[src/arm_pkg.sv]
// Package with the constants shared by the transmit arming and fault interlock design.
package arm_pkg;

  // ****************************************************************
  // Clock and timing
  // ****************************************************************
  localparam int CLK_HZ           = 20_000_000;
  localparam int RESET_PULSE_NS   = 2_000;
  localparam int RESET_PULSE_CYC  = (RESET_PULSE_NS * (CLK_HZ / 1_000_000) + 999) / 1_000;
  localparam int ARM_WINDOW_S     = 2;
  localparam int ARM_WINDOW_CYC   = ARM_WINDOW_S * CLK_HZ;
  localparam int OSC_HZ           = 4_000_000;
  localparam int OSC_DIV          = CLK_HZ / OSC_HZ;
  localparam int DEAD_TICKS       = 8;
  localparam int DEBOUNCE_MS      = 10;
  localparam int DEBOUNCE_CYC     = DEBOUNCE_MS * (CLK_HZ / 1_000);
  localparam int TEST_SLOW_HZ     = 4;
  localparam int TEST_FAST_HZ     = 1024;
  localparam int TEST_SLOW_HALF   = CLK_HZ / (2 * TEST_SLOW_HZ);
  localparam int TEST_FAST_HALF   = CLK_HZ / (2 * TEST_FAST_HZ);

  // ****************************************************************
  // Register map, byte addresses
  // ****************************************************************
  localparam logic [7:0] CTRL_ADDR    = 8'h00;
  localparam logic [7:0] STATUS_ADDR  = 8'h04;
  localparam logic [7:0] FAULT_ADDR   = 8'h08;

  // Control register fields.
  localparam int         CTRL_TEST_LSB  = 0;
  localparam int         CTRL_OSC_BIT   = 2;
  localparam logic [2:0] CTRL_RESET     = 3'h4;

  // Test selector codes; any other code runs normally.
  localparam logic [1:0] TEST_RUN   = 2'h0;
  localparam logic [1:0] TEST_SLOW  = 2'h1;
  localparam logic [1:0] TEST_FAST  = 2'h2;

  // Pin vector layout after synchronisation.
  localparam int PIN_W       = 11;
  localparam int PIN_DRIVE   = 0;
  localparam int PIN_OC_LSB  = 1;
  localparam int PIN_OV      = 5;
  localparam int PIN_IN_OC   = 6;
  localparam int PIN_OPEN    = 7;
  localparam int PIN_HEAT    = 8;
  localparam int PIN_REGLIM  = 9;
  localparam int PIN_SPZERO  = 10;
  // Overcurrent pins rest high (healthy) so that leaving reset does not trip them.
  localparam logic [PIN_W-1:0] PIN_RESET = 11'h01e;

  localparam int NUM_SWITCHES = 4;

endpackage : arm_pkg

[src/dead_time_if.sv]
// Interface carrying drive and dead-time signals between the sequencer and its dead-time generator.
`timescale 1ns/100ps
interface dead_time_if;
  logic tick;
  logic drive;
  logic phase_a;
  logic phase_b;
  logic blank;

  modport ctl (output tick, output drive, input phase_a, input phase_b, input blank);
  modport gen (input tick, input drive, output phase_a, output phase_b, output blank);
endinterface : dead_time_if

[src/switch_debounce.sv]
// Synchroniser and debouncer for one operator panel switch.
`timescale 1ns/100ps
module switch_debounce
  import arm_pkg::*;
#(
  parameter int STABLE_CYC = DEBOUNCE_CYC
) (
  // Clock and reset
  input  wire logic clk_i,
  input  wire logic rst_i,
  // Raw switch and clean result
  input  wire logic raw_i,
  output logic      level_o,
  output logic      press_o
);

  logic        s1;
  logic        s2;
  logic        s3;
  logic [31:0] stable_cnt;

  // Three stage synchroniser; only s2 and s3 are looked at downstream.
  always_ff @(posedge clk_i) begin
    if (rst_i) begin
      s1 <= 1'b0;
      s2 <= 1'b0;
      s3 <= 1'b0;
    end else begin
      s1 <= raw_i;
      s2 <= s1;
      s3 <= s2;
    end
  end

  // A new level is accepted only after it has held for the whole debounce time.
  always_ff @(posedge clk_i) begin
    if (rst_i) begin
      stable_cnt <= 32'h0000_0000;
      level_o    <= 1'b0;
      press_o    <= 1'b0;
    end else begin
      press_o <= 1'b0;
      if (s2 != s3 || s3 == level_o) begin
        stable_cnt <= 32'h0000_0000;
      end else if (stable_cnt >= 32'(STABLE_CYC - 1)) begin
        stable_cnt <= 32'h0000_0000;
        level_o    <= s3;
        press_o    <= s3;
      end else begin
        stable_cnt <= stable_cnt + 32'h0000_0001;
      end
    end
  end

endmodule : switch_debounce

[src/dead_time_gen.sv]
// Dead-time generator: two counter halves, one per drive phase, clocked by oscillator ticks.
`timescale 1ns/100ps
module dead_time_gen
  import arm_pkg::*;
#(
  parameter int TICKS = DEAD_TICKS
) (
  // Clock and reset
  input  wire logic clk_i,
  input  wire logic rst_i,
  // Drive request and phase outputs
  dead_time_if.gen  dt
);

  logic       target;
  logic [3:0] cnt_a;
  logic [3:0] cnt_b;

  // A change of requested polarity drops both phases at once and restarts the count.
  always_ff @(posedge clk_i) begin
    if (rst_i) begin
      target <= 1'b0;
    end else begin
      target <= dt.drive;
    end
  end

  // Phase A half counts while phase B half is held in reset, and the other way round.
  always_ff @(posedge clk_i) begin
    if (rst_i || target != dt.drive) begin
      cnt_a      <= 4'h0;
      cnt_b      <= 4'h0;
      dt.phase_a <= 1'b0;
      dt.phase_b <= 1'b0;
    end else if (target) begin
      cnt_b <= 4'h0;
      if (dt.tick && !dt.phase_a) begin
        if (cnt_a == 4'(TICKS - 1)) begin
          dt.phase_a <= 1'b1;
        end else begin
          cnt_a <= cnt_a + 4'h1;
        end
      end
    end else begin
      cnt_a <= 4'h0;
      if (dt.tick && !dt.phase_b) begin
        if (cnt_b == 4'(TICKS - 1)) begin
          dt.phase_b <= 1'b1;
        end else begin
          cnt_b <= cnt_b + 4'h1;
        end
      end
    end
  end

  // Blanking covers the whole gap; with no ticks the gap never ends, so no drive appears.
  always_ff @(posedge clk_i) begin
    if (rst_i) begin
      dt.blank <= 1'b1;
    end else begin
      dt.blank <= !(dt.phase_a || dt.phase_b) || (target != dt.drive);
    end
  end

endmodule : dead_time_gen

[src/transmit_arming_and_fault_interlock.sv]
// Transmit arming sequencer with fault latches, dead time, test drive and a Wishbone register port.
`timescale 1ns/100ps
module transmit_arming_and_fault_interlock
  import arm_pkg::*;
#(
  parameter int ARM_CYC       = ARM_WINDOW_CYC,
  parameter int DEBOUNCE      = DEBOUNCE_CYC,
  parameter int SLOW_HALF_CYC = TEST_SLOW_HALF,
  parameter int FAST_HALF_CYC = TEST_FAST_HALF
) (
  // Clock and reset
  input  wire logic             clk_i,
  input  wire logic             rst_i,
  // Wishbone slave
  input  wire logic             wb_cyc_i,
  input  wire logic             wb_stb_i,
  input  wire logic             wb_we_i,
  input  wire logic [7:0]       wb_adr_i,
  input  wire logic [3:0]       wb_sel_i,
  input  wire logic [31:0]      wb_dat_i,
  output logic      [31:0]      wb_dat_o,
  output logic                  wb_ack_o,
  // Operator switches
  input  wire logic             reset_sw_i,
  input  wire logic             transmit_sw_i,
  // Drive request and fault pins
  input  wire logic             drive_cmd_i,
  input  wire logic [3:0]       switch_oc_n_i,
  input  wire logic             overvoltage_i,
  input  wire logic             input_oc_i,
  input  wire logic             open_circuit_i,
  input  wire logic             heat_i,
  input  wire logic             reg_limit_i,
  input  wire logic             setpoint_zero_i,
  // Contactor and switch drive
  output logic                  contactor_o,
  output logic                  phase_a_o,
  output logic                  phase_b_o,
  // Panel indicators
  output logic                  transmit_lamp_o,
  output logic [3:0]            switch_oc_lamp_o,
  output logic                  overvoltage_lamp_o,
  output logic                  input_oc_lamp_o,
  output logic                  open_circuit_lamp_o,
  output logic                  heat_limit_indicator_o,
  output logic                  reg_limit_lamp_o
);

  // ****************************************************************
  // Declarations
  // ****************************************************************
  dead_time_if dt ();

  logic [PIN_W-1:0] pin_s1;
  logic [PIN_W-1:0] pin_s2;
  logic [PIN_W-1:0] pin_s3;
  logic [PIN_W-1:0] pin;
  logic             reset_level;
  logic             reset_press;
  logic             transmit_level;
  logic             transmit_press;
  logic [5:0]       clear_cnt;
  logic             clear_pulse;
  logic [31:0]      window_cnt;
  logic             window_open;
  logic [2:0]       osc_div;
  logic             osc_tick;
  logic [1:0]       test_sel;
  logic             osc_run;
  logic [31:0]      test_cnt;
  logic             test_drive;
  logic [3:0]       oc_latch;
  logic             ov_latch;
  logic             in_oc_latch;
  logic             open_latch;
  logic             any_fault;
  logic             accept;
  logic             wb_req;
  logic [31:0]      next_rdata;

  // Field decode shared by the read path and the write path.
  function automatic logic [1:0] reg_index(input logic [7:0] adr);
    unique case (adr)
      CTRL_ADDR:   reg_index = 2'h1;
      STATUS_ADDR: reg_index = 2'h2;
      FAULT_ADDR:  reg_index = 2'h3;
      default:     reg_index = 2'h0;
    endcase
  endfunction : reg_index

  // ****************************************************************
  // Input conditioning
  // ****************************************************************

  // Fault and drive pins: a change is believed once the second and third stages agree.
  always_ff @(posedge clk_i) begin
    if (rst_i) begin
      pin_s1 <= PIN_RESET;
      pin_s2 <= PIN_RESET;
      pin_s3 <= PIN_RESET;
      pin    <= PIN_RESET;
    end else begin
      pin_s1 <= {setpoint_zero_i, reg_limit_i, heat_i, open_circuit_i, input_oc_i,
                 overvoltage_i, switch_oc_n_i, drive_cmd_i};
      pin_s2 <= pin_s1;
      pin_s3 <= pin_s2;
      pin    <= (pin_s2 & pin_s3) | (pin & (pin_s2 ^ pin_s3));
    end
  end

  // Panel switches get a long debounce so that one press is one event.
  switch_debounce #(
    .STABLE_CYC (DEBOUNCE)
  ) u_reset_sw (
    .clk_i   (clk_i),
    .rst_i   (rst_i),
    .raw_i   (reset_sw_i),
    .level_o (reset_level),
    .press_o (reset_press)
  );

  switch_debounce #(
    .STABLE_CYC (DEBOUNCE)
  ) u_transmit_sw (
    .clk_i   (clk_i),
    .rst_i   (rst_i),
    .raw_i   (transmit_sw_i),
    .level_o (transmit_level),
    .press_o (transmit_press)
  );

  // ****************************************************************
  // Reset pulse and arming window
  // ****************************************************************

  // One short clear pulse per reset press, regardless of how long the switch is held.
  always_ff @(posedge clk_i) begin
    if (rst_i) begin
      clear_cnt   <= 6'h00;
      clear_pulse <= 1'b0;
    end else if (reset_press) begin
      clear_cnt   <= 6'(RESET_PULSE_CYC - 1);
      clear_pulse <= 1'b1;
    end else if (clear_cnt != 6'h00) begin
      clear_cnt <= clear_cnt - 6'h01;
    end else begin
      clear_pulse <= 1'b0;
    end
  end

  // Transmit is accepted only with the window open, no fault and a non-zero setpoint.
  assign accept = transmit_press && window_open && !any_fault && !clear_pulse
                  && !pin[PIN_SPZERO];

  // Window counts clock cycles and shuts early once transmit is taken.
  always_ff @(posedge clk_i) begin
    if (rst_i) begin
      window_cnt  <= 32'h0000_0000;
      window_open <= 1'b0;
    end else if (reset_press) begin
      window_cnt  <= 32'(ARM_CYC - 1);
      window_open <= 1'b1;
    end else if (accept) begin
      window_open <= 1'b0;
    end else if (window_cnt != 32'h0000_0000) begin
      window_cnt <= window_cnt - 32'h0000_0001;
    end else begin
      window_open <= 1'b0;
    end
  end

  // ****************************************************************
  // Fault latches
  // ****************************************************************

  // Overcurrent sense is ignored during dead time; a set beats a simultaneous clear.
  genvar g;
  generate
    for (g = 0; g < NUM_SWITCHES; g++) begin : g_oc
      always_ff @(posedge clk_i) begin
        if (rst_i) begin
          oc_latch[g] <= 1'b0;
        end else if (!pin[PIN_OC_LSB + g] && !dt.blank) begin
          oc_latch[g] <= 1'b1;
        end else if (clear_pulse) begin
          oc_latch[g] <= 1'b0;
        end
      end
    end
  endgenerate

  // Overvoltage, input overcurrent and open circuit hold until the next reset pulse.
  always_ff @(posedge clk_i) begin
    if (rst_i) begin
      ov_latch    <= 1'b0;
      in_oc_latch <= 1'b0;
      open_latch  <= 1'b0;
    end else begin
      ov_latch    <= pin[PIN_OV] || (ov_latch && !clear_pulse);
      in_oc_latch <= pin[PIN_IN_OC] || (in_oc_latch && !clear_pulse);
      open_latch  <= pin[PIN_OPEN] || (open_latch && !clear_pulse);
    end
  end

  assign any_fault = (|oc_latch) || ov_latch || in_oc_latch || open_latch;

  // ****************************************************************
  // Contactor latch
  // ****************************************************************

  // Faults and reset both open the contactor; the lamp is driven from the same state.
  always_ff @(posedge clk_i) begin
    if (rst_i) begin
      contactor_o     <= 1'b0;
      transmit_lamp_o <= 1'b0;
    end else if (any_fault || reset_press || clear_pulse) begin
      contactor_o     <= 1'b0;
      transmit_lamp_o <= 1'b0;
    end else if (accept) begin
      contactor_o     <= 1'b1;
      transmit_lamp_o <= 1'b1;
    end
  end

  // ****************************************************************
  // Oscillator, test drive and phase outputs
  // ****************************************************************

  // Divided 4 MHz tick; clearing the run bit stops it, which starves the dead-time count.
  always_ff @(posedge clk_i) begin
    if (rst_i) begin
      osc_div  <= 3'h0;
      osc_tick <= 1'b0;
    end else if (!osc_run) begin
      osc_div  <= 3'h0;
      osc_tick <= 1'b0;
    end else if (osc_div == 3'(OSC_DIV - 1)) begin
      osc_div  <= 3'h0;
      osc_tick <= 1'b1;
    end else begin
      osc_div  <= osc_div + 3'h1;
      osc_tick <= 1'b0;
    end
  end

  // Internal square wave for bench testing of the drive path.
  always_ff @(posedge clk_i) begin
    if (rst_i || (test_sel != TEST_SLOW && test_sel != TEST_FAST)) begin
      test_cnt   <= 32'h0000_0000;
      test_drive <= 1'b0;
    end else if (test_cnt >= 32'((test_sel == TEST_SLOW) ? SLOW_HALF_CYC - 1 : FAST_HALF_CYC - 1)) begin
      test_cnt   <= 32'h0000_0000;
      test_drive <= !test_drive;
    end else begin
      test_cnt <= test_cnt + 32'h0000_0001;
    end
  end

  assign dt.tick  = osc_tick;
  assign dt.drive = (test_sel == TEST_SLOW || test_sel == TEST_FAST) ? test_drive
                                                                     : pin[PIN_DRIVE];

  dead_time_gen #(
    .TICKS (DEAD_TICKS)
  ) u_dead_time (
    .clk_i (clk_i),
    .rst_i (rst_i),
    .dt    (dt.gen)
  );

  // Switch drive exists only with the contactor closed and nothing latched.
  always_ff @(posedge clk_i) begin
    if (rst_i) begin
      phase_a_o <= 1'b0;
      phase_b_o <= 1'b0;
    end else begin
      phase_a_o <= dt.phase_a && contactor_o && !any_fault;
      phase_b_o <= dt.phase_b && contactor_o && !any_fault;
    end
  end

  // ****************************************************************
  // Panel indicators
  // ****************************************************************

  // Latched lamps mirror their latches; the status lamps follow their inputs live.
  always_ff @(posedge clk_i) begin
    if (rst_i) begin
      switch_oc_lamp_o       <= 4'h0;
      overvoltage_lamp_o     <= 1'b0;
      input_oc_lamp_o        <= 1'b0;
      open_circuit_lamp_o    <= 1'b0;
      heat_limit_indicator_o <= 1'b0;
      reg_limit_lamp_o       <= 1'b0;
    end else begin
      switch_oc_lamp_o       <= oc_latch;
      overvoltage_lamp_o     <= ov_latch;
      input_oc_lamp_o        <= in_oc_latch;
      open_circuit_lamp_o    <= open_latch;
      heat_limit_indicator_o <= pin[PIN_HEAT];
      reg_limit_lamp_o       <= pin[PIN_REGLIM] || pin[PIN_SPZERO];
    end
  end

  // ****************************************************************
  // Wishbone register port
  // ****************************************************************

  assign wb_req = wb_cyc_i && wb_stb_i && !wb_ack_o;

  // Control register; only byte lane 0 carries writable bits.
  always_ff @(posedge clk_i) begin
    if (rst_i) begin
      test_sel <= CTRL_RESET[CTRL_TEST_LSB +: 2];
      osc_run  <= CTRL_RESET[CTRL_OSC_BIT];
    end else if (wb_req && wb_we_i && wb_sel_i[0] && reg_index(wb_adr_i) == 2'h1) begin
      test_sel <= wb_dat_i[CTRL_TEST_LSB +: 2];
      osc_run  <= wb_dat_i[CTRL_OSC_BIT];
    end
  end

  // Read mux; unmapped addresses read as zero.
  always_comb begin
    next_rdata = 32'h0000_0000;
    unique case (reg_index(wb_adr_i))
      2'h1:    next_rdata = {29'h0000_0000, osc_run, test_sel};
      2'h2:    next_rdata = {26'h000_0000, dt.phase_b, dt.phase_a, dt.blank, clear_pulse,
                             window_open, contactor_o};
      2'h3:    next_rdata = {23'h00_0000, pin[PIN_REGLIM] || pin[PIN_SPZERO], pin[PIN_HEAT],
                             open_latch, in_oc_latch, ov_latch, oc_latch};
      default: next_rdata = 32'h0000_0000;
    endcase
  end

  // Every request is answered one cycle later, mapped or not, so the bus never hangs.
  always_ff @(posedge clk_i) begin
    if (rst_i) begin
      wb_ack_o <= 1'b0;
      wb_dat_o <= 32'h0000_0000;
    end else begin
      wb_ack_o <= wb_req;
      if (wb_req && !wb_we_i) begin
        wb_dat_o <= next_rdata;
      end
    end
  end

endmodule : transmit_arming_and_fault_interlock

[config.mk]
export PLATFORM = sky130hd
export DESIGN_NAME = transmit_arming_and_fault_interlock
export DESIGN_NICKNAME = d
export VERILOG_FILES = /design/src/arm_pkg.sv /design/src/dead_time_if.sv /design/src/switch_debounce.sv /design/src/dead_time_gen.sv /design/src/transmit_arming_and_fault_interlock.sv
export SDC_FILE = /design/constraint.sdc
export NUM_CORES = 1
export LEC_CHECK = 0
export ABC_AREA = 1
export ABC_CLOCK_PERIOD_IN_PS = 2660
export BUFFER_PORTS_ARGS = -buffer_cell sky130_fd_sc_hd__buf_2
export CAP_MARGIN = 20
export CORE_MARGIN = 3
export CORE_UTILIZATION = 45
export CTS_CLUSTER_SIZE = 16
export DETAILED_ROUTE_END_ITERATION = 16
export MAX_ROUTING_LAYER = met4
export PLACE_DENSITY = 0.69
export SYNTH_ARGS = -nofsm -noshare
export SYNTH_HDL_FRONTEND = slang
export SYNTH_SLANG_ARGS = --single-unit
[constraint.sdc]
create_clock -name clk_i -period 2.66 [get_ports clk_i]
set_clock_uncertainty 0.1 [all_clocks]
set_input_delay 0.399 -clock clk_i [delete_from_list [all_inputs] [get_ports clk_i]]
set_output_delay 0.399 -clock clk_i [all_outputs]
set_load 0.03 [all_outputs]
# == Word level (Yosys, flattened, before mapping) ==
# Index checks and enable logic that the tools add are counted.
# word_totals
reg_bits,262
input_bits,62
wordCells,201
# classes
n_addsub,8
n_lt_le_gt_ge,3
eq_ne,21
n_mux,21
bitwise_logic,13
n_reduce_logical,83
# op_table
cell,count
adder 32 x 1 -> 32 bit (second input constant),3
two-way mux 26 bit,3
>= comparator 32 x 18 -> 1 bit (second input constant),2
>= comparator 32 x 22 -> 1 bit,1
nonzero test 32 bit,1
subtractor 32 x 1 -> 32 bit (second input constant),1
case mux 9 bit (3 select lines),1
logical AND 1 bit,24
bitwise AND 11 bit,2
two-way mux 22 bit,1
logical OR 1 bit,16
OR reduction 3 bit,5
zero test 1 bit,14
two-way mux 1 bit,12
two-way mux 6 bit,2
AND reduction 2 bit,6
nonzero test 2 bit,6
OR reduction 2 bit,6
OR 11 bit,1
XOR 11 bit,1
inverter 1 bit,9
adder 4 x 1 -> 4 bit (second input constant),2
equality test 4 x 3 -> 1 bit (second input constant),2
equality test 8 x 3 -> 1 bit (second input constant),1
17 further kinds,27

# == Longest topological paths before layout ==
# Gate-level depths: netlist of run 1.
# logic_depth
ltp_word,10
depth_mapped,17

# == Cells and area by module ==
# From an unflattened synthesis of run 1, not the netlist that was laid out.
# unflattened
cells_unflattened,1365
hier_area_um2,10532.6
# modules_own_cells
module,n_inst,cells_per_inst,area_per_inst_um2
transmit_arming_and_fault_interlock,1,955,7086.8
switch_debounce,2,165,1428.9
dead_time_gen,1,80,588.1

# == Worst setup path before layout of run 1 ==
# Ideal clock, no wire load.
# synth_timing
kind,register to register
from,reg test_sel[1]
to,reg test_cnt[15]
setup_ns,0.117
arrival_time_ns,1.953
required_time_ns,2.443
path_slack_ns,0.490
path_stages_with_launch,18
n_path_buf,2
period_less_slack_ns,2.170
cell_sequence,dfxtp_1 -> inv_1 -> ha_1 -> buf_4 -> inv_1 -> ha_1 -> nand2_1 -> nor2_1 -> nand2_1 -> nor2_1 -> nand2_1 -> nand2_1 -> nand2_1 -> nand2_1 -> nand2_1 -> nand3_1 -> buf_4 -> nor2_1
# synth_between
elab_chain_cells,4
# synth_lines
item,line,text
from (decl),transmit_arming_and_fault_interlock.sv:68,logic [1:0] test_sel;
from (signal assigned),transmit_arming_and_fault_interlock.sv:314,test_sel <= CTRL_RESET[CTRL_TEST_LSB +: 2];
from (signal assigned),transmit_arming_and_fault_interlock.sv:317,test_sel <= wb_dat_i[CTRL_TEST_LSB +: 2];
equality test 2 x 1 -> 1 bit (tied with other cells),transmit_arming_and_fault_interlock.sv:251,end else if (test_cnt >= 32'((test_sel == TEST_SLOW) ? SLOW_HALF_CYC - 1 : FAST_HALF_CYC - 1)) begin
two-way mux 22 bit or logical AND 1 bit (tied branches),"transmit_arming_and_fault_interlock.sv:251, transmit_arming_and_fault_interlock.sv:248",
>= comparator 32 x 22 -> 1 bit or logical OR 1 bit (tied branches),"transmit_arming_and_fault_interlock.sv:251, transmit_arming_and_fault_interlock.sv:248",
OR reduction 2 bit (no line) (*),n/a,
to (signal assigned),transmit_arming_and_fault_interlock.sv:255,test_cnt <= test_cnt + 32'h0000_0001;
to (decl),transmit_arming_and_fault_interlock.sv:70,logic [31:0] test_cnt;
# Mark *: on every way between the ends. The rest lies on a longest branch, timed or not.
# A chain may end at the register's enable or synchronous reset.

# == Final worst setup path of run 1 ==
# layout_timing
from,reg test_sel[1]
to,reg test_cnt[4]
# Same word-level chain as after synthesis.

==> flow_summary_export.csv, run 1 <==
group,metric,value,unit
placed_design,dpl.cell_count,1648,
sta,tns,0,ps
worst_setup_path,path_delay_family,"simple AND/OR/NAND/NOR gates",
die,die_h,155,um
synthesis,synth_cells,1294,
sta,rsz0062_at_grt,"false",
layout,final_cells,1708,
grt,grt_max_degree,61,
synthesis,synth.avg_cell_area,7.76,sq um
worst_setup_path,crit_slowest_cell,"dfxtp_1",
worst_setup_path,critical_path_class,"reg -> reg",
drt,wl,19300,um
synthesis,yosysSeqAreaShare,47.7,%
placed_design,place_area,0.0107,sq mm
drt,drtIter0Drc,440,
synthesis,synthDistinctLibCells,42,
grt,grt-ovfl-total,0,
drt,first_pass_iters,5,
synthesis,ys.flop_type,"dfxtp_1",
synthesis,syn_area,0.0100,sq mm
synthesis,synth_edf_count,0,
power_and_ir_drop,peakVddDrop,0.000627,V
layout,area_growth,17.0,%
power_and_ir_drop,power_density,820,mW/mm^2
die,rows,54,
worst_setup_path,cp-start-kind,"register",
die,start_util,45.9,%
grt,grtUsageTotal,16.3,%
hold_path,hold_path.class,"in -> reg",
worst_setup_path,slowest_delay,320,ps
clocking,cts_sinks,239,
layout,fin_area,0.0117,sq mm
drt,avgViaCountPerCell,4.65,
clocking,cts_max_level,1,
sta,final-hold-violation-count,0,
worst_setup_path,critPathCaptureType,"register",
layout,layout-drive-gt1-share,10.0,%
worst_setup_path,cp_cell_sequence,"inv_1 -> ha_1 -> buf_4 -> ha_1 -> inv_1 -> nor2_1 -> nand2_1 -> nor2_1 -> nand2_1 -> nand2_1 -> nand2_1 -> nand2_1 -> nand2_1 -> nand3_1 -> buf_4 -> nor2_1",
drt,drcViolationCount,0,
sta,setup_viol,0,
placed_design,dpl_worst_slack,321,ps
status,status,"completed",
sta,max_clock_freq,429,MHz
synthesis,ys_warn_count,0,
worst_setup_path,cp.required,2960,ps
run,cap_violations,0,
layout,fill_cells,2011,
die,core,0.0219,sq mm
die,die-area,0.0241,sq mm
grt,grt_pass1_vias,7429,
sta,final.period_utilization,87.6,%
clocking,clk-insertion-delay-late,530,ps
placed_design,io_buffer_count,52,
clocking,clock_path_buffers,3,
clocking,cts_tree,"yes",
drt,wl_per_cell,11.3,um
sta,post-route-min-period,2330,ps
die,die_w,155,um
worst_setup_path,critical_path_buf_inv_count,4,
die,num_io_pins,108,
placed_design,dp_hpwl,13500,um
placed_design,place_congestion,0.902,
synthesis,ys_ff_latch,239,
layout,finalNetCount,1500,
clocking,clkTransAtPathRegs,60,ps
layout,antenna_cells,0,
worst_setup_path,cp_common_cell,"nand2_1",
clocking,numCtsBuffers,25,
sta,tightest_slew,602,ps
power_and_ir_drop,p_leak,5.03,nW
clocking,cts_resized,0,
worst_setup_path,worstPathArrival,2630,ps
sta,maxSlewHeadroom,59.8,%
drt,vias,7946,
clocking,cts-root-buf,"clkbuf_16",
synthesis,async_reset_ff_share,0,%
sta,fin_ws,330,ps
sta,maxSlewViolCount,0,
worst_setup_path,cp_max_fo,17,
drt,ant_nets,0,
grt,antenna_found_initial,0,
grt,grt_pass1_wl,33000,um
-- repair_timing --
item | 4_1_cts | 5_1_grt
endpoints found under the hold margin | 14 | 0
setup buffers | 0 | 0
hold buffers | 14 | 0
-- flip-flops by register name (all words and copies together) (netlist names), 6 cells and up --
signal                    count
u_reset_sw.stable_cnt        32
pin_s1                       11
pin_s3                       11
pin                          11
test_cnt                     32
wb_dat_o                      9
u_transmit_sw.stable_cnt     32
pin_s2                       11
window_cnt                   32
clear_cnt                     6
-- cell usage in the layout (no fill, tap or decap), types with 4 or more instances in the layout --
master and n:
a21oi_1 61, dlygate4sd3_1 14, xor2_1 46, clkbuf_16 25, clkbuf_8 4, dfxtp_1 239, nor2_2 5, xnor2_1 32
or2_2 17, ha_1 29, o211ai_1 4, nand4_1 25, a31oi_1 13, bufinv_16 6, nand3_1 53, buf_2 52
o21ai_0 22, inv_1 145, nor4_1 9, clkinv_4 4, o31ai_1 4, conb_1 60, nor2_1 238, o21bai_1 4
nand2_1 254, buf_4 14, nor3_1 15
-- routing by layer --
layer	up-vias	track usage [%]	routed length [um]
li1	4227	-	-
met1	3541	21.4	9420
met2	139	26.0	8610
met5	-	-	0
met3	39	2.59	804
met4	0	4.92	437
-- Yosys cell counts (all sizes together), types with 3 or more instances --
| cell type | n | area, sq um |
|---|---|---|
| a211oi | 3 | 22.5 |
| a21oi | 61 | 305 |
| a31oi | 13 | 81.3 |
| buf | 35 | 253 |
| clkbuf | 16 | 60.1 |
| dfxtp | 239 | 4780 |
| ha | 29 | 363 |
| inv | 146 | 548 |
| nand2 | 257 | 982 |
| nand3 | 53 | 265 |
| nand3b | 3 | 22.5 |
| nand4 | 28 | 194 |
| nor2 | 243 | 925 |
| nor3 | 16 | 85.1 |
| nor4 | 10 | 68.8 |
| o211ai | 4 | 30.0 |
| o21ai | 23 | 115 |
| o21bai | 5 | 41.3 |
| o22ai | 3 | 18.8 |
| o31ai | 4 | 30.0 |
| or2 | 18 | 113 |
| xnor2 | 32 | 280 |
| xor2 | 46 | 403 |
-- cell families after synthesis --
family / after synthesis / synth area share [%]
flops: 239 / 47.7
fa+ha+maj: 29 / 3.62
compound gates: 117 / 6.51
buf+inv: 199 / 8.70
other cells: 1 / 0.0374
xor+xnor: 78 / 6.81
simple gates: 631 / 26.7
-- layout make-up --
type                    instances  area (sq um)  area share, %
repair buffers                 80           505           4.31
well taps                     280           350           2.98
clock buffers                  31           688           5.86
inverters                     148           561           4.77
multi-input cells             915          4600           39.2
clock inverters                15           250           2.13
flip-flops and latches        239          4780           40.8
-- power by group --
group | total, mW | internal, mW | switching, mW
Clock | 3.88 | 2.44 | 1.44
Combinational | 1.79 | 0.662 | 1.13
Sequential | 3.96 | 3.79 | 0.172
Total | 9.63 | 6.89 | 2.74
-- tightest hold or removal path, cell delays in order --
cell and delay [ps]:
buf_2 80, o21ai_1 60, a21oi_1 100
-- path summary, 6_finish.rpt --
check	start	end	slack (ps)	depth (start not counted)
max	test_sel[1]$_SDFFE_PP0P_	test_cnt[4]$_SDFF_PP0_	330	16
min reg2reg	pin_s1[5]$_SDFF_PP0_	pin_s2[5]$_SDFF_PP0_	310	2
min	wb_dat_i[1]	test_sel[1]$_SDFFE_PP0P_	60	3
max reg2reg	test_sel[1]$_SDFFE_PP0P_	test_cnt[4]$_SDFF_PP0_	330	16
-- per-stage QoR --
step | hold WS [ps] | power [mW] | utilization [%]
6_report | 64.3 | 9.63 | 53.6
3_3_place_gp | 292 | 5.76 | 48.7
5_1_grt | 67.3 | 10.2 | 53.6
3_5_place_dp | 293 | 5.79 | 48.7
4_1_cts | 46.8 | 9.71 | 53.6
2_1_floorplan | 288 | 5.45 | -
No activity file was read; power rests on OpenSTA's default activity.
==> inputs of run 2 (changes only) <==
--- a/config.mk
+++ b/config.mk
@@ -6,7 +6,7 @@
 export NUM_CORES = 1
 export LEC_CHECK = 0
 export ABC_AREA = 1
-export ABC_CLOCK_PERIOD_IN_PS = 2660
+export ABC_CLOCK_PERIOD_IN_PS = 2300
 export BUFFER_PORTS_ARGS = -buffer_cell sky130_fd_sc_hd__buf_2
 export CAP_MARGIN = 20
 export CORE_MARGIN = 3
==> constraint.sdc (replaced) <==
create_clock -name clk_i -period 2.3 [get_ports clk_i]
set_clock_uncertainty 0.1 [all_clocks]
set_input_delay 0.345 -clock clk_i [delete_from_list [all_inputs] [get_ports clk_i]]
set_output_delay 0.345 -clock clk_i [all_outputs]
set_load 0.03 [all_outputs]
==> run 2 against run 1 <==
- count of clock-buffer cells in the layout rose by 5
- combinational power up 18%
- routed wire length grew 1.9%
- power grew 12%
- critical path depth did not move
- maximum frequency increased by 11%
- final cell count up 0.29%
- largest cell class unchanged
- highest routed layer unchanged
==> flow_summary_export.csv, run 2 (synthesis results as in run 1) <==
group,metric,value,unit
clocking,cts-root-buf,"clkbuf_16",
worst_setup_path,cp_cell_sequence,"inv_1 -> ha_4 -> buf_4 -> ha_1 -> nand2_1 -> nor2_1 -> nand2_1 -> nor2_1 -> nand2_1 -> nand2_1 -> nor2_1 -> nand2_1 -> nand2_1 -> buf_4 -> a21oi_1 -> nor2_1",
clocking,cts_tree,"yes",
worst_setup_path,cp_max_fo,4,
layout,final_common_cell,"nand2_1",
sta,final-hold-violation-count,0,
die,die_w,155,um
power_and_ir_drop,p_leak,5.02,nW
grt,grt_max_degree,92,
die,core,0.0219,sq mm
layout,layout-drive-gt1-share,10.4,%
layout,multi_input_area,0.00463,sq mm
worst_setup_path,crit_slowest_cell,"dfxtp_1",
die,num_io_pins,108,
clocking,clk-insertion-delay-late,510,ps
clocking,cts_sinks,239,
drt,first_pass_iters,5,
grt,grtUsageTotal,16.5,%
worst_setup_path,reg2reg_from,"test_sel[1]$_SDFFE_PP0P_",
sta,max_clock_freq,474,MHz
drt,wl,19600,um
die,die_h,155,um
worst_setup_path,critical_path_class,"reg -> reg",
sta,setup_viol,0,
die,rows,54,
run,cap_violations,0,
worst_setup_path,slowest_delay,320,ps
sta,tns,0,ps
sta,final.period_utilization,91.6,%
clocking,numCtsBuffers,25,
die,die-area,0.0241,sq mm
hold_path,worstHoldStart,"wb_dat_i[1]",
hold_path,hold_path.class,"in -> reg",
grt,antenna_found_initial,0,
layout,area_growth,17.1,%
drt,avgViaCountPerCell,4.66,
drt,drcViolationCount,0,
clocking,post-cts-setup-buffer-count,0,
layout,fill_cells,2052,
sta,whs,14.8,ps
worst_setup_path,cp-start-kind,"register",
drt,wl_per_cell,11.5,um
die,start_util,45.9,%
worst_setup_path,worstPathArrival,2410,ps
worst_setup_path,cp.required,2600,ps
layout,finalNetCount,1508,
grt,grt-ovfl-total,0,
grt,grt_pass1_wl,33300,um
worst_setup_path,critical_path_buf_inv_count,3,
sta,rsz0062_at_grt,"false",
power_and_ir_drop,power_density,917,mW/mm^2
status,status,"completed",
sta,post-route-min-period,2110,ps
clocking,cts_max_level,1,
worst_setup_path,cp_common_cell,"nand2_1",
grt,grt_pass1_vias,7373,
power_and_ir_drop,peakVddDrop,0.000635,V
layout,final_cell_mix,"nand2_1 (254), dfxtp_1 (239), nor2_1 (237), inv_1 (144), a21oi_1 (61)",
clocking,clkTransAtPathRegs,60,ps
placed_design,dp_hpwl,13900,um
placed_design,io_buffer_count,52,
clocking,clock_path_buffers,3,
worst_setup_path,critPathCaptureType,"register",
placed_design,place_congestion,0.925,
sta,maxSlewViolCount,0,
layout,seq_area,0.00478,sq mm
drt,drtIter0Drc,375,
layout,antenna_cells,0,
drt,vias,7980,
drt,ant_nets,0,
worst_setup_path,path_delay_family,"simple AND/OR/NAND/NOR gates",
worst_setup_path,cp-startpoint,"test_sel[1]$_SDFFE_PP0P_",
[run 2: path summary, 6_finish.rpt]
| path | to | slack [ps] | depth (start not counted) |
|---|---|---|---|
| min reg2reg | u_reset_sw.s2$_SDFF_PP0_ | 300 | 2 |
| max | test_drive$_SDFFE_PP0P_ | 190 | 16 |
| min | test_sel[1]$_SDFFE_PP0P_ | 10 | 3 |
| max reg2reg | test_drive$_SDFFE_PP0P_ | 190 | 16 |
[run 2: final cells by class]
cell class | count | share of cell area [%]
Sequential cell | 239 | 40.7
Tap cell | 280 | 2.98
Multi-Input combinational cell | 915 | 39.4
Timing Repair Buffer | 88 | 4.98
Inverter | 148 | 4.77
Clock inverter | 7 | 0.990
Clock buffer | 36 | 6.18
[run 2: worst reg2reg max path, stage by stage (launching register included)]
cell and delay (ps):
dfxtp_1 320, inv_1 80, ha_4 180, buf_4 150
ha_1 280, nand2_1 50, nor2_1 90, nand2_1 70
nor2_1 80, nand2_1 50, nand2_1 50, nor2_1 30
nand2_1 60, nand2_1 70, buf_4 150, a21oi_1 120
nor2_1 60
[run 2: timing repair]
action,in CTS,in global routing
endpoints found under the hold margin,14,0
hold buffers,14,0
setup endpoints to repair,0,42
gates resized for setup,0,9
[run 2: layer usage]
layer  track usage, %  up-vias  share of wire [%]
met4             4.63        0                2.4
met1             21.5     3558                 49
met5                -        -                  0
met3             2.98       41                4.3
met2             26.7      137                 45
li1                 -     4244                  -
[run 2: power breakdown]
| part | total [mW] | switching (mW) | internal (mW) |
|---|---|---|---|
| logic | 2.11 | 1.33 | 0.784 |
| registers | 4.58 | 0.195 | 4.38 |
| clock network | 4.09 | 1.57 | 2.52 |
| total | 10.8 | 3.09 | 7.69 |
[run 2: through the flow]
step | setup slack, ps | instances | total power, mW | instance area (sq um) | util, %
floorplan | 130 | 1353 | 6.31 | 10300 | -
global route | 6.76 | 1713 | 11.4 | 11800 | 53.7
global placement | 75.0 | 1656 | 6.71 | 10700 | 49.0
detailed placement | 36.0 | 1656 | 6.73 | 10700 | 49.0
finish | 192 | 1713 | 10.8 | 11800 | 53.7
CTS | 7.78 | 1713 | 10.9 | 11700 | 53.5
==> inputs of run 3 (changes only) <==
--- a/config.mk
+++ b/config.mk
@@ -5,16 +5,16 @@
 export SDC_FILE = /design/constraint.sdc
 export NUM_CORES = 1
 export LEC_CHECK = 0
-export ABC_AREA = 1
+export ABC_AREA = 0
 export ABC_CLOCK_PERIOD_IN_PS = 2300
-export BUFFER_PORTS_ARGS = -buffer_cell sky130_fd_sc_hd__buf_2
 export CAP_MARGIN = 20
 export CORE_MARGIN = 3
 export CORE_UTILIZATION = 45
 export CTS_CLUSTER_SIZE = 16
 export DETAILED_ROUTE_END_ITERATION = 16
+export DONT_BUFFER_PORTS = 1
 export MAX_ROUTING_LAYER = met4
-export PLACE_DENSITY = 0.69
+export PLACE_DENSITY = 0.65
 export SYNTH_ARGS = -nofsm -noshare
 export SYNTH_HDL_FRONTEND = slang
 export SYNTH_SLANG_ARGS = --single-unit
==> run 3 against run 2 <==
- the flow now finishes with violations (negative setup slack)
- synthesized area down 8.1%
- non-clock buffer count rose by 10
- flip-flop and latch count stayed put
- design area shrank 1.1%
==> flow_summary_export.csv, run 3 <==
group,metric,value,unit
status,status,"finished, violations left",
status,violations,"negative setup slack",
die,core,0.0198,sq mm
worst_setup_path,slowest_delay,560,ps
hold_path,hold_path.class,"in -> reg",
drt,met1_length,8660,um
worst_setup_path,ff2ff_setup_slack,-140,ps
drt,first_pass_iters,4,
layout,finalNetCount,1191,
synthesis,yosys.area.top_type,"dfxtp_1",
power_and_ir_drop,swShare,30.2,%
sta,final.period_utilization,106,%
sta,rsz0062_at_grt,"true",
run,cap_violations,0,
clocking,cts_max_level,1,
grt,grt-ovfl-total,0,
sta,post-route-min-period,2440,ps
hold_path,worstHoldStart,"wb_adr_i[2]",
die,rows,51,
power_and_ir_drop,seqPwrFrac,37.0,%
power_and_ir_drop,p_leak,4.52,nW
layout,seq_area,0.00479,sq mm
worst_setup_path,ff2ff_path_depth,8,
worst_setup_path,cp_common_cell,"nor2_1",
power_and_ir_drop,peakVddDrop,0.000707,V
synthesis,async_reset_ff_share,0,%
layout,final_common_cell,"dfxtp_1",
drt,top_layer_used,"met4",
synthesis,yosysSeqAreaShare,51.9,%
die,die_w,149,um
synthesis,synth_cells,972,
placed_design,io_buffer_count,0,
synthesis,syn_area,0.00922,sq mm
placed_design,place_congestion,0.799,
die,num_io_pins,108,
synthesis,synth_edf_count,0,
synthesis,synth.area.top_cells,"dfxtp_1 (52%), nor2_1 (6.5%), xor2_1 (4.7%)",
synthesis,ys.flop_type,"dfxtp_1",
synthesis,synthDistinctLibCells,55,
worst_setup_path,critical_path_class,"reg -> reg",
layout,antenna_cells,0,
layout,multi_input_area,0.00468,sq mm
worst_setup_path,cp_cell_sequence,"or4_4 -> or3_4 -> o41a_1 -> buf_6 -> buf_4 -> mux2i_1 -> nor2_1 -> nor2_1",
layout,area_growth,26.1,%
layout,fill_cells,1733,
layout,final_cell_mix,"dfxtp_1 (232), nor2_1 (134), conb_1 (60), buf_4 (60)",
sta,maxSlewViolCount,0,
drt,met2_length,8610,um
hold_path,whs_endpoint,"wb_dat_o[2]$_SDFFE_PP0P_",
drt,drcViolationCount,0,
die,die-area,0.0222,sq mm
worst_setup_path,cp_max_fo,5,
grt,grt_pass1_wl,30000,um
synthesis,synth_most_common_cell,"dfxtp_1",
clocking,cts_sinks,239,
drt,wl_met3,896,um
drt,ant_nets,0,
drt,wl_per_cell,13.4,um
clocking,clock_path_buffers,3,
hold_path,min_path_cells,3,
sta,max_clock_freq,409,MHz
grt,grt_pass1_vias,6424,
grt,grt_max_degree,111,
sta,tightest_slew,621,ps
synthesis,synth_commonest_cells,"dfxtp_1 (239), nor2_1 (159), a21oi_1 (52)",
placed_design,dpl_worst_slack,-97.0,ps
sta,final-hold-violation-count,0,
layout,layout-drive-gt1-share,19.2,%
worst_setup_path,cp.required,2600,ps
grt,antenna_found_initial,0,
power_and_ir_drop,power_frac_comb,32.6,%
sta,fin_ws,-144,ps
sta,setup_viol,36,
clocking,numCtsBuffers,25,
clocking,clk-insertion-delay-late,520,ps
worst_setup_path,path_delay_family,"simple AND/OR/NAND/NOR gates",
worst_setup_path,r2r-end,"window_cnt[1]$_SDFFE_PP0P_",
power_and_ir_drop,p_total,12.9,mW
worst_setup_path,worstPathArrival,2750,ps
drt,avgViaCountPerCell,4.92,
worst_setup_path,cp-start-kind,"register",
sta,whs,36.9,ps
worst_setup_path,crit_slowest_cell,"or4_4",
drt,vias,6797,
grt,grtUsageTotal,16.5,%
drt,drtIter0Drc,304,
die,die_h,149,um
sta,tns,-2910,ps
synthesis,ys_warn_count,0,
synthesis,synth_top_area_share,51.9,%
worst_setup_path,critical_path_buf_inv_count,2,
drt,wl,18500,um
placed_design,dp_hpwl,11700,um
clocking,clkTransAtPathRegs,60,ps
die,start_util,46.6,%
worst_setup_path,critPathCaptureType,"register",
sta,maxSlewHeadroom,58.3,%
power_and_ir_drop,power.switching,3.89,mW
power_and_ir_drop,p_int,9.00,mW
clocking,cts_tree,"yes",
synthesis,synth.avg_cell_area,9.49,sq um
clocking,cts-root-buf,"clkbuf_16",
power_and_ir_drop,pwr-share-clk,30.3,%
worst_setup_path,reg2reg_from,"window_cnt[25]$_SDFFE_PP0P_",
power_and_ir_drop,power_density,1110,mW/mm^2
synthesis,ys_ff_latch,239,
==> run 3: worst max path at each step <==
stage	from	end	cells after the start
2_1_floorplan	window_cnt[25]$_SDFFE_PP0P_	window_cnt[8]$_SDFFE_PP0P_	8
3_3_place_gp	window_cnt[2]$_SDFFE_PP0P_	window_cnt[5]$_SDFFE_PP0P_	7
3_5_place_dp	window_cnt[2]$_SDFFE_PP0P_	window_cnt[8]$_SDFFE_PP0P_	7
4_1_cts	window_cnt[2]$_SDFFE_PP0P_	window_cnt[5]$_SDFFE_PP0P_	7
5_1_grt	test_sel[1]$_SDFFE_PP0P_	test_cnt[12]$_SDFF_PP0_	13
6_report	window_cnt[25]$_SDFFE_PP0P_	window_cnt[1]$_SDFFE_PP0P_	8
==> run 3: cell type report <==
type                       count  share of cell area (%)
clock buffer                  39                    6.70
sequential                   239                    41.2
tap                          265                    2.85
inverter                      23                   0.786
clock inverter                 5                   0.366
multi-input combinational    713                    40.2
timing repair buffer          98                    7.81
==> run 3: layer usage <==
layer	GRT usage, %	up-vias
met1	21.6	3163
met5	-	-
met3	3.28	19
li1	-	3507
met4	3.62	0
met2	26.9	108
==> run 3: stage by stage <==
step / cells / util, % / area (sq um)
6_report: 1382 / 58.8 / 11600
5_1_grt: 1382 / 58.8 / 11600
4_1_cts: 1375 / 56.9 / 11300
3_5_place_dp: 1300 / 50.5 / 9980
3_3_place_gp: 1300 / 50.5 / 9980
2_1_floorplan: 1031 / - / 9530
==> run 3: cell families (layout without fill, tap and decap cells) <==
kind of cell	Yosys count	after routing	share of synthesized area (%)
AND/OR/NAND/NOR	417	417	23.3
multiplexers	9	9	0.977
AO/OA/AOI/OAI	111	111	7.34
flip-flops	239	239	51.9
other	1	60	0.0407
adder cells (fa/ha/maj)	29	29	3.94
XOR/XNOR	87	87	8.26
buffers and inverters	79	165	4.29
==> run 3: power by group through the flow <==
stage	registers [mW]	logic, mW	clock network, mW
6_report	4.77	4.20	3.91
3_5_place_dp	4.82	3.08	0
4_1_cts	4.74	3.32	4.01
5_1_grt	4.82	4.60	4.18
3_3_place_gp	4.82	3.03	0
2_1_floorplan	4.83	2.24	0
==> run 3: timing repair <==
action	in CTS	in global routing
hold buffers	21	0
gates cloned	2	1
buffers inserted	8	8
endpoints found under the setup margin	33	57
resized for setup	27	71
pin swaps	14	31
hold endpoints to repair	119	0
==> run 3: tightest hold or removal path, delay by kind of cell <==
kind             cells  cell delay, ps
AND/OR/NAND/NOR      1              50
AO/OA/AOI/OAI        2             220
